<file path="src/scrb_cfg.svh">
// named offsets, field positions, reset values and counts for the serial config bank
`ifndef SCRB_CFG_SVH
`define SCRB_CFG_SVH

`define SCRB_ADDR_CFG_A   15'h0000
`define SCRB_ADDR_CFG_B   15'h0001
`define SCRB_ADDR_PWR     15'h0002

`define SCRB_BIT_SRST     0
`define SCRB_BIT_LSB      1
`define SCRB_BIT_INC      2
`define SCRB_BIT_INC_M    5
`define SCRB_BIT_LSB_M    6
`define SCRB_BIT_SRST_M   7
`define SCRB_BIT_DP_RST   1
`define SCRB_BIT_RW       15

`define SCRB_PWR_NORMAL   2'h0
`define SCRB_PWR_STANDBY  2'h2
`define SCRB_PWR_DOWN     2'h3

`define SCRB_BYTE_ZERO    8'h00
`define SCRB_CNT_ZERO     4'h0
`define SCRB_CNT_ONE      4'h1
`define SCRB_INSTR_LAST   4'hf
`define SCRB_BYTE_LAST    4'h7
`define SCRB_CH_A         0
`define SCRB_CH_B         1

`endif

</file>
<file path="src/scrb_pkg.sv">
// types shared by the serial config bank
`default_nettype none
package scrb_pkg;
  typedef enum logic [1:0] {
    SCRB_IDLE,
    SCRB_INSTR,
    SCRB_DATA
  } scrb_phase_t;
endpackage : scrb_pkg
`default_nettype wire

</file>
<file path="src/scrb_spi_config_bank.sv">
// serial port configuration registers behind a three-wire serial port
//
// Behaviour
// - soft reset bit or mirror resets everything
// - bit order field selects lsb or msb first
// - address field selects increment or decrement stepping
// - configuration fields reset to zero
// - datapath reset bit pulses, then self clears
// - power field: normal, standby stops clocks
// - power-down stops clocks, holds reset, disables link
// - power field per channel, read returns A unless only B is selected
`timescale 1ns/1ns
`default_nettype none
`include "scrb_cfg.svh"

module scrb_spi_config_bank (
  input  wire logic       ref_clk,
  input  wire logic       rst_n,
  input  wire logic       clk_en,
  input  wire logic       sclk,
  input  wire logic       csb_n,
  input  wire logic       sdio_in,
  output logic            sdio_out,
  output logic            sdio_oe,
  input  wire logic [1:0] channel_select,
  output logic            lsb_first,
  output logic            addr_ascend,
  output logic            soft_reset_pulse,
  output logic            datapath_reset_pulse,
  output logic [1:0]      dp_clock_stop,
  output logic [1:0]      dp_reset_hold,
  output logic [1:0]      link_enable
);

  // ****************************************
  // functions
  // ****************************************
  function automatic logic [15:0] scrb_shift(input logic [15:0] sh, input logic b,
                                             input logic lsb, input logic is_byte);
    logic [15:0] r;
    r = {sh[14:0], b};
    if (lsb) begin
      r = is_byte ? {`SCRB_BYTE_ZERO, b, sh[7:1]} : {b, sh[15:1]};
    end
    return r;
  endfunction : scrb_shift

  function automatic logic [14:0] scrb_step(input logic [14:0] a, input logic inc);
    return inc ? a + 15'h0001 : a - 15'h0001;
  endfunction : scrb_step

  // ****************************************
  // pin synchronisers
  // ****************************************
  logic [2:0] sclk_s_r;
  logic [2:0] csb_s_r;
  logic [2:0] sdi_s_r;
  logic       sclk_f_r;
  logic       csb_f_r;
  logic       sdi_f_r;

  // filtered level only moves when stages two and three agree
  always_ff @(posedge ref_clk or negedge rst_n) begin
    if (!rst_n) begin
      sclk_s_r <= 3'h0;
      csb_s_r  <= 3'h7;
      sdi_s_r  <= 3'h0;
      sclk_f_r <= 1'b0;
      csb_f_r  <= 1'b1;
      sdi_f_r  <= 1'b0;
    end else if (clk_en) begin
      sclk_s_r <= {sclk_s_r[1:0], sclk};
      csb_s_r  <= {csb_s_r[1:0], csb_n};
      sdi_s_r  <= {sdi_s_r[1:0], sdio_in};
      if (sclk_s_r[1] == sclk_s_r[2]) sclk_f_r <= sclk_s_r[2];
      if (csb_s_r[1] == csb_s_r[2]) csb_f_r <= csb_s_r[2];
      if (sdi_s_r[1] == sdi_s_r[2]) sdi_f_r <= sdi_s_r[2];
    end
  end

  logic sclk_nxt;
  logic csb_nxt;
  assign sclk_nxt = (sclk_s_r[1] == sclk_s_r[2]) ? sclk_s_r[2] : sclk_f_r;
  assign csb_nxt  = (csb_s_r[1] == csb_s_r[2]) ? csb_s_r[2] : csb_f_r;

  logic sclk_rise;
  logic sclk_fall;
  logic csb_fall;
  assign sclk_rise = sclk_nxt & ~sclk_f_r & ~csb_f_r;
  assign sclk_fall = ~sclk_nxt & sclk_f_r & ~csb_f_r;
  assign csb_fall  = ~csb_nxt & csb_f_r;

  // ****************************************
  // register storage
  // ****************************************
  logic       lsb_r;       // one bit for primary and mirror
  logic       inc_r;
  logic [1:0] pwr_r [2];
  logic       srst_r;
  logic       dp_rst_r;

  // ****************************************
  // frame sequencer
  // ****************************************
  scrb_pkg::scrb_phase_t phase_r;
  logic [3:0]            cnt_r;
  logic [15:0]           sh_r;
  logic [14:0]           addr_r;
  logic                  rd_r;
  logic [15:0]           sh_nxt;
  logic                  byte_done;
  logic                  instr_done;
  logic                  wr_stb;
  logic [7:0]            wr_byte;

  assign sh_nxt     = scrb_shift(sh_r, sdi_f_r, lsb_r, phase_r == scrb_pkg::SCRB_DATA);
  assign instr_done = sclk_rise && phase_r == scrb_pkg::SCRB_INSTR && cnt_r == `SCRB_INSTR_LAST;
  assign byte_done  = sclk_rise && phase_r == scrb_pkg::SCRB_DATA && cnt_r == `SCRB_BYTE_LAST;
  assign wr_stb     = byte_done && !rd_r;
  assign wr_byte    = sh_nxt[7:0];

  // soft reset clears the port state one cycle after the write
  always_ff @(posedge ref_clk or negedge rst_n) begin
    if (!rst_n) begin
      phase_r <= scrb_pkg::SCRB_IDLE;
      cnt_r   <= `SCRB_CNT_ZERO;
      sh_r    <= 16'h0000;
      addr_r  <= 15'h0000;
      rd_r    <= 1'b0;
    end else if (clk_en) begin
      if (srst_r || csb_f_r) begin
        phase_r <= scrb_pkg::SCRB_IDLE;
        cnt_r   <= `SCRB_CNT_ZERO;
      end else begin
        case (phase_r)
          scrb_pkg::SCRB_IDLE: begin
            if (csb_fall || !csb_f_r) begin
              phase_r <= scrb_pkg::SCRB_INSTR;
              cnt_r   <= `SCRB_CNT_ZERO;
              sh_r    <= 16'h0000;
            end
          end
          scrb_pkg::SCRB_INSTR: begin
            if (sclk_rise) begin
              sh_r  <= sh_nxt;
              cnt_r <= cnt_r + `SCRB_CNT_ONE;
              if (instr_done) begin
                rd_r    <= sh_nxt[`SCRB_BIT_RW];
                addr_r  <= sh_nxt[14:0];
                phase_r <= scrb_pkg::SCRB_DATA;
                cnt_r   <= `SCRB_CNT_ZERO;
                sh_r    <= 16'h0000;
              end
            end
          end
          scrb_pkg::SCRB_DATA: begin
            if (sclk_rise) begin
              sh_r  <= sh_nxt;
              cnt_r <= cnt_r + `SCRB_CNT_ONE;
              if (byte_done) begin
                cnt_r  <= `SCRB_CNT_ZERO;
                sh_r   <= 16'h0000;
                addr_r <= scrb_step(addr_r, inc_r);
              end
            end
          end
          default: phase_r <= scrb_pkg::SCRB_IDLE;
        endcase
      end
    end
  end

  // ****************************************
  // register writes
  // ****************************************
  // unsupported addresses fall through and are dropped
  always_ff @(posedge ref_clk or negedge rst_n) begin
    if (!rst_n) begin
      lsb_r    <= 1'b0;
      inc_r    <= 1'b0;
      pwr_r[0] <= `SCRB_PWR_NORMAL;
      pwr_r[1] <= `SCRB_PWR_NORMAL;
      srst_r   <= 1'b0;
      dp_rst_r <= 1'b0;
    end else if (clk_en) begin
      srst_r   <= 1'b0;
      dp_rst_r <= 1'b0;
      if (srst_r) begin
        lsb_r    <= 1'b0;
        inc_r    <= 1'b0;
        pwr_r[0] <= `SCRB_PWR_NORMAL;
        pwr_r[1] <= `SCRB_PWR_NORMAL;
      end else if (wr_stb) begin
        case (addr_r)
          `SCRB_ADDR_CFG_A: begin
            if (wr_byte[`SCRB_BIT_SRST] || wr_byte[`SCRB_BIT_SRST_M]) begin
              srst_r <= 1'b1;
            end else begin
              lsb_r <= wr_byte[`SCRB_BIT_LSB] | wr_byte[`SCRB_BIT_LSB_M];
              inc_r <= wr_byte[`SCRB_BIT_INC] | wr_byte[`SCRB_BIT_INC_M];
            end
          end
          `SCRB_ADDR_CFG_B: begin
            dp_rst_r <= wr_byte[`SCRB_BIT_DP_RST];
          end
          `SCRB_ADDR_PWR: begin
            if (channel_select[`SCRB_CH_A]) pwr_r[0] <= wr_byte[1:0];
            if (channel_select[`SCRB_CH_B]) pwr_r[1] <= wr_byte[1:0];
          end
          default: ;
        endcase
      end
    end
  end

  // ****************************************
  // readback
  // ****************************************
  logic [14:0] rd_addr;
  logic [7:0]  rd_byte;
  logic [1:0]  rd_pwr;
  assign rd_addr = instr_done ? sh_nxt[14:0] : scrb_step(addr_r, inc_r);
  // both selected, or none, answers with channel A
  assign rd_pwr  = (channel_select == 2'h2) ? pwr_r[1] : pwr_r[0];

  always_comb begin
    rd_byte = `SCRB_BYTE_ZERO;
    case (rd_addr)
      `SCRB_ADDR_CFG_A: begin
        rd_byte[`SCRB_BIT_LSB]   = lsb_r;
        rd_byte[`SCRB_BIT_LSB_M] = lsb_r;
        rd_byte[`SCRB_BIT_INC]   = inc_r;
        rd_byte[`SCRB_BIT_INC_M] = inc_r;
      end
      `SCRB_ADDR_PWR: rd_byte[1:0] = rd_pwr;
      default: rd_byte = `SCRB_BYTE_ZERO;
    endcase
  end

  logic [7:0] tx_r;
  logic       rd_go;
  assign rd_go = (instr_done && sh_nxt[`SCRB_BIT_RW]) || (byte_done && rd_r);

  // data leaves on falling edges so the host samples it on the next rise
  always_ff @(posedge ref_clk or negedge rst_n) begin
    if (!rst_n) begin
      tx_r     <= `SCRB_BYTE_ZERO;
      sdio_out <= 1'b0;
      sdio_oe  <= 1'b0;
    end else if (clk_en) begin
      if (csb_f_r || srst_r) begin
        sdio_oe <= 1'b0;
      end else if (rd_go) begin
        tx_r <= rd_byte;
      end else if (sclk_fall && phase_r == scrb_pkg::SCRB_DATA && rd_r) begin
        sdio_oe  <= 1'b1;
        sdio_out <= lsb_r ? tx_r[0] : tx_r[7];
        tx_r     <= lsb_r ? {1'b0, tx_r[7:1]} : {tx_r[6:0], 1'b0};
      end
    end
  end

  // ****************************************
  // registered control outputs
  // ****************************************
  always_ff @(posedge ref_clk or negedge rst_n) begin
    if (!rst_n) begin
      lsb_first            <= 1'b0;
      addr_ascend          <= 1'b0;
      soft_reset_pulse     <= 1'b0;
      datapath_reset_pulse <= 1'b0;
      dp_clock_stop        <= 2'h0;
      dp_reset_hold        <= 2'h0;
      link_enable          <= 2'h3;
    end else if (clk_en) begin
      lsb_first            <= lsb_r;
      addr_ascend          <= inc_r;
      soft_reset_pulse     <= srst_r;
      datapath_reset_pulse <= dp_rst_r;
      for (int ch = 0; ch < 2; ch++) begin
        // code 01 is undefined and treated as normal
        dp_clock_stop[ch] <= pwr_r[ch] == `SCRB_PWR_STANDBY || pwr_r[ch] == `SCRB_PWR_DOWN;
        dp_reset_hold[ch] <= pwr_r[ch] == `SCRB_PWR_DOWN;
        link_enable[ch]   <= pwr_r[ch] != `SCRB_PWR_DOWN;
      end
    end
  end

endmodule : scrb_spi_config_bank
`default_nettype wire

</file>
<file path="config.mk">
export PLATFORM = sky130hd
export DESIGN_NAME = scrb_spi_config_bank
export DESIGN_NICKNAME = d
export VERILOG_FILES = /design/src/scrb_pkg.sv /design/src/scrb_spi_config_bank.sv
export VERILOG_INCLUDE_DIRS = /design/src
export SDC_FILE = /design/constraint.sdc
export NUM_CORES = 1
export LEC_CHECK = 0
export BUFFER_PORTS_ARGS = -buffer_cell sky130_fd_sc_hd__clkbuf_2
export CORE_ASPECT_RATIO = 2
export CORE_MARGIN = 2
export CORE_UTILIZATION = 56
export DETAILED_ROUTE_END_ITERATION = 7
export GPL_TIMING_DRIVEN = 0
export HOLD_SLACK_MARGIN = 0.06
export PLACE_DENSITY = 0.76
export SYNTH_ARGS = -nofsm -noshare
export SYNTH_HDL_FRONTEND = slang
export SYNTH_SLANG_ARGS = --single-unit
</file>
<file path="constraint.sdc">
create_clock -name ref_clk -period 2.89 [get_ports ref_clk]
set_input_delay 0.7225 -clock ref_clk [delete_from_list [all_inputs] [get_ports ref_clk]]
set_output_delay 0.7225 -clock ref_clk [all_outputs]
set_load 0.1 [all_outputs]
</file>
# == After elaboration in Yosys (flattened, before gate mapping) ==
# Index checks and enable logic that the tools add are counted.
# word_totals
ff_bits,78
latchBits,0
ramBits,0
romBits,0
out_inout_bits,12
word_cells,175
memories,0
# op_classes
n_addsub,3
n_mul,0
div,0
n_lt_le_gt_ge,0
eq_ne,29
n_shift,0
mux,61
n_bitwise,13
reduce_logical,42
# ops
op,n
$mux 16,7
$mux 15,6
$pmux 16 s3,1
$mux 4,9
$eq 15x2->1 const B,2
$logic_not 15->1,2
$pmux 15 s2,1
$mux 8,3
$mux 1,23
$ne 2x2->1 const B,9
$mux 2,8
$reduce_and 4->1,4
$reduce_bool 2->1,8
$add 15x1->15 const B,1
$eq 15x1->1 const B,1
$reduce_and 5->1,3
$sub 15x1->15 const B,1
$eq 2x2->1 const B,6
$pmux 4 s3,1
$logic_and 1x1->1,9
$reduce_and 7->1,1
$logic_or 1x1->1,6
$ne 3x2->1 const B,2
$ne 3x3->1 const B,2
18 further kinds,32

# == Logic depth before layout (Yosys ltp) ==
# logic_depth
word_depth,10
ltp_mapped,11
mapped_depth_nobuf,10

# == Worst setup path after synthesis ==
# Ideal clock, no wire load.
# synth_path
path_kind,reg2reg
from,register addr_r[0]
to,register tx_r[1]
setup_time_ns,0.110
arrival_time_ns,2.720
required_ns,2.780
slack_ns,0.059
path_stages_with_launch,11
path_buffers,0
period_less_slack_ns,2.831
cell_sequence,dfrtp_1 inv_1 ha_1 nor4b_1 and3_1 o21ai_2 xnor2_1 or4b_1 nor4_1 a21oi_1 o41ai_1
# synth_between
elab_chain_len,6
elab_cells_between_ends,8
classes_between,add/sub: 2; eq/ne: 1; mux: 4; reduce/logical: 1
# synth_rtl
item,line_no,text
"start, declared",scrb_spi_config_bank.sv:108,logic [14:0] addr_r;
"start signal, assigned",scrb_spi_config_bank.sv:149,addr_r <= sh_nxt[14:0];
"start signal, assigned",scrb_spi_config_bank.sv:163,"addr_r <= scrb_step(addr_r, inc_r);"
$sub 15x1->15 / $add 15x1->15 (equally long branches),scrb_spi_config_bank.sv:49,return inc ? a + 15'h0001 : a - 15'h0001;
$mux 15 *,scrb_spi_config_bank.sv:49,
$mux 15 *,scrb_spi_config_bank.sv:222,"assign rd_addr = instr_done ? sh_nxt[14:0] : scrb_step(addr_r, inc_r);"
$eq 15x2->1 / $logic_not 15->1 (equally long branches),scrb_spi_config_bank.sv:228,case (rd_addr)
$pmux 1 s2 *,scrb_spi_config_bank.sv:228,
$mux 8 *,scrb_spi_config_bank.sv:253,end else if (rd_go) begin
"end signal, assigned",scrb_spi_config_bank.sv:247,tx_r <= `SCRB_BYTE_ZERO;
"end signal, assigned",scrb_spi_config_bank.sv:254,tx_r <= rd_byte;
"end signal, assigned",scrb_spi_config_bank.sv:258,"tx_r <= lsb_r ? {1'b0, tx_r[7:1]} : {tx_r[6:0], 1'b0};"
"end, declared",scrb_spi_config_bank.sv:240,logic [7:0] tx_r;
# Every way passes the cells marked *; elsewhere a longest branch is shown, timed or not.
# A chain may end at the register's enable or synchronous reset.

# == Worst setup path after layout ==
# layout_path
from,register phase_r[1]
to,register tx_r[0]
# layout_between
elab_chain_len,7
elab_cells_between_ends,19
classes_between,eq/ne: 3; mux: 5; reduce/logical: 11
# layout_rtl
item,line_no,text
"start, declared",scrb_spi_config_bank.sv:105,scrb_pkg::scrb_phase_t phase_r;
"start signal, assigned",scrb_spi_config_bank.sv:125,phase_r <= scrb_pkg::SCRB_IDLE;
"start signal, assigned",scrb_spi_config_bank.sv:132,phase_r <= scrb_pkg::SCRB_IDLE;
"start signal, assigned",scrb_spi_config_bank.sv:138,phase_r <= scrb_pkg::SCRB_INSTR;
$eq 2x2->1 / $eq 2x1->1 (equally long branches),-,
"$mux 16, or another cell as far along",scrb_spi_config_bank.sv:43,"r = is_byte ? {`SCRB_BYTE_ZERO, b, sh[7:1]} : {b, sh[15:1]};"
$mux 16 / $logic_and 1x1->1 (equally long branches),-,
$mux 15 / $logic_and 1x1->1 (equally long branches),"scrb_spi_config_bank.sv:222, scrb_spi_config_bank.sv:242",
$eq 15x2->1 / $logic_or 1x1->1 (equally long branches),"scrb_spi_config_bank.sv:228, scrb_spi_config_bank.sv:242",
$mux 1 / $reduce_bool 2->1 (equally long branches),-,
$mux 8 / $reduce_and 3->1 (equally long branches),-,
# Parallel ways exist; a longest one is shown, timed or not.

==> run metrics <==
P_int=2.11 mW; post-synthesis sequential area ratio=42.9%; clk_skew=0.00808 ns; Clock Path Buffers=2; critical path peak fanout=10; Core ar.=7940 um^2; Top delay family on crit path=simple AND/OR/NAND/NOR gates; IO buf count=19; mux contribution to synthesized area=8.61%; DRC viols=0; DR pass1 iterations=5; final global-route overflow total=0; clock sinks=78; fin util=68.0%; post-detail-place hpwl=8670 um; global-route wire length before repair=18900 um; die height=132 um; cell area power density=543 nW/um^2; post-route ant nets=0; total number of vias=4067; final worst path period share=96.8%; Compound-Gate Fraction of Synth Area=19.6%; NetSw=0.828 mW; Setup Viol. Count Final=0; Async S/R FF share, synth=100%; Starting Density=57.5%; vias in the first global route=3969; #FFs+latches synth=78; clock power share=41.4%; CP max stage delay=0.58 ns; Ys Warns=0; Design Power=2.93 mW; worst skew pair latency=0.34 ns; H-tree Lvls=3; Simple-Gate Fraction of Synth Area=19.1%; WL per Instance=18.7 um; Adder-Cell Fraction of Synth Area=3.02%; initial antenna violation count=0; Tot GR Track Use=28.1%; Static Leak=2.22 nW; TritonCTS clock tree=built; ANT cells=0; crit path DAT=3.07 ns; run status=complete, no violations; Combinational Power Share=17.0%; final hold violation count=0; distinct cell type count after synthesis=63; Max VDD drop=567 uV; # nets final=561; main combinational cell family by area after synthesis=compound AO/OA/AOI/OAI gates; layout cell share with drive strength beyond 1=22.9%; Crit path top cell by count=o21ai_2; routed wire length=12000 um; Buf+Inv Stages, Crit Path=2; Post-Synth XOR/XNOR Area=1.92%; dpl cell area=4810 um^2; relative slew slack=53.1%; Max Slew Vio Count=0; part of the power in registers=41.6%; largest net degree at the start of global routing=55; hold crit path type=in -> async; CTS Hold Buffers Added=0; Mapped Area=4560 um^2; pin slew with the least headroom to its limit=0.704 ns; ys flop type=dfrtp_1; Startpoint Class=register; die area=8930 um^2; Mapped Cells=502; RD Place Congestion=0.927; Post-synth EDFFs=0; crit path max-delay cell type=or4_4; Peak Freq=357 MHz; min cycle time layout=2.80 ns; WS Path Type=reg -> reg; Worst setup EP type=register; P&R area growth vs syn=18.4%; Synthesized Nets=521; post-route cell area=5400 um^2; syn avg cell area=9.09 um^2; clock slew at reported path FFs=0.06 ns; clock buffer count from CTS=9; Die X=67.8 um; Sw Share=28.2%; DR vias/cell=6.33; # rows=46; Cell Chain, Critical Path=buf_4, ha_1, clkbuf_2, nor2b_4, a22o_1, a31oi_1, nor2_4, o21ai_2, or4_4, o21ai_2; clock root cell=clkbuf_16; number of max-cap violations=0; Ports=20; number of DRC markers in iteration 0=348; WP data required=3.16 ns
## Yosys cell counts, types with 5 or more instances
master | count | area [um^2]
a21oi_1 | 40 | 200
a22oi_1 | 5 | 37.5
and3_1 | 6 | 37.5
and4_1 | 5 | 43.8
buf_2 | 8 | 40.0
clkbuf_1 | 20 | 75.1
dfrtp_1 | 72 | 1800
dfstp_2 | 6 | 158
ha_1 | 11 | 138
inv_1 | 19 | 71.3
mux2_2 | 18 | 203
mux2i_1 | 19 | 190
nand2_1 | 50 | 188
nand2b_1 | 7 | 43.8
nand3_1 | 20 | 100
nand4_1 | 5 | 31.3
nor2_1 | 29 | 109
nor3_1 | 15 | 75.1
nor4_1 | 5 | 31.3
o21ai_0 | 48 | 240
o22ai_1 | 6 | 37.5
o2bb2ai_1 | 9 | 78.8
o31ai_1 | 6 | 45.0
xnor2_1 | 7 | 61.3
## final timing paths
path | startpoint | to | slack [ns] | cells past startpoint
worst max-delay path | phase_r[1]$_DFFE_PN0P_ | tx_r[0]$_DFFE_PN0P_ | 0.09 | 10
worst min-delay path | rst_n | addr_r[9]$_DFFE_PN0P_ | 0.32 | 1
worst max register to register | phase_r[1]$_DFFE_PN0P_ | tx_r[0]$_DFFE_PN0P_ | 0.09 | 10
worst min register to register | sclk_s_r[0]$_DFFE_PN0P_ | sclk_s_r[1]$_DFFE_PN0P_ | 0.50 | 1
max in group asynchronous | rst_n | link_enable[0]$_DFFE_PN1P_ | 1.92 | 2
min in group ref_clk | sclk_s_r[0]$_DFFE_PN0P_ | sclk_s_r[1]$_DFFE_PN0P_ | 0.50 | 1
## sequential cells by signal (all words and copies together), names as in the netlist, 3 cells and up
signal	flops
csb_s_r	3
sclk_s_r	3
sdi_s_r	3
cnt_r	4
sh_r	16
tx_r	8
pwr_r	4
addr_r	15
## per-layer routing
layer  vias to the layer above  global-route usage [%]  wire length (um)
met5                         -                       0                 0
met4                         0                    16.4               606
met3                        50                    4.54               346
met2                       134                    49.6              6660
met1                      1980                    29.8              4380
li1                       1903                       -                 -
## power groups by stage
stage / Sequential, mW / Clock, mW / Combinational, mW
after floorplan: 1.25 / 0 / 0.302
after global placement: 1.23 / 0 / 0.446
after detailed placement: 1.24 / 0 / 0.461
after CTS: 1.22 / 1.23 / 0.471
after global routing: 1.23 / 1.28 / 0.549
final: 1.22 / 1.22 / 0.498
## through the flow
| stage | hold WS (ns) | std cells | TNS (ns) | setup slack (ns) |
|---|---|---|---|---|
| after floorplan | 0.427 | 502 | 0 | 0.0593 |
| after global placement | 0.466 | 617 | -5.05 | -0.532 |
| after detailed placement | 0.494 | 618 | -7.34 | -0.597 |
| after CTS | 0.322 | 638 | 0 | 0.00271 |
| after global routing | 0.348 | 643 | -0.0234 | -0.00966 |
| final | 0.318 | 643 | 0 | 0.0926 |
## layout make-up
class	instances	area [um^2]
multi-input cells	372	2560
fillers	592	2540
flip-flops and latches	78	1960
clock buffers	10	239
repair buffers	30	200
plain buffers	32	155
well taps	96	120
clock inverters	6	85.1
inverters	19	73.8
## cells in the final DEF, fill, tap and decap left out, types with 17 or more instances in the layout
master and count:
inv_1 17, a21oi_1 39, nand2_1 50, o21ai_0 48, mux2_2 18, nor2_1 28, nand3_1 19, clkbuf_2 21
mux2i_1 19, dfrtp_1 68
## logic make-up after synthesis
logic type      count (synthesis)
mux                            37
flops                          78
buf+inv                        52
fa+ha+maj                      11
simple gates                  168
xor+xnor                       10
compound gates                146
## repair_timing
action / CTS / global route
endpoints found under the setup margin: 24 / 29
cloned: 0 / 0
pin swaps: 2 / 6
setup buffers: 4 / 6
gates resized for setup: 27 / 23
endpoints found under the hold margin: 0 / 0
Note: power is estimated with default switching activity, not from simulation.
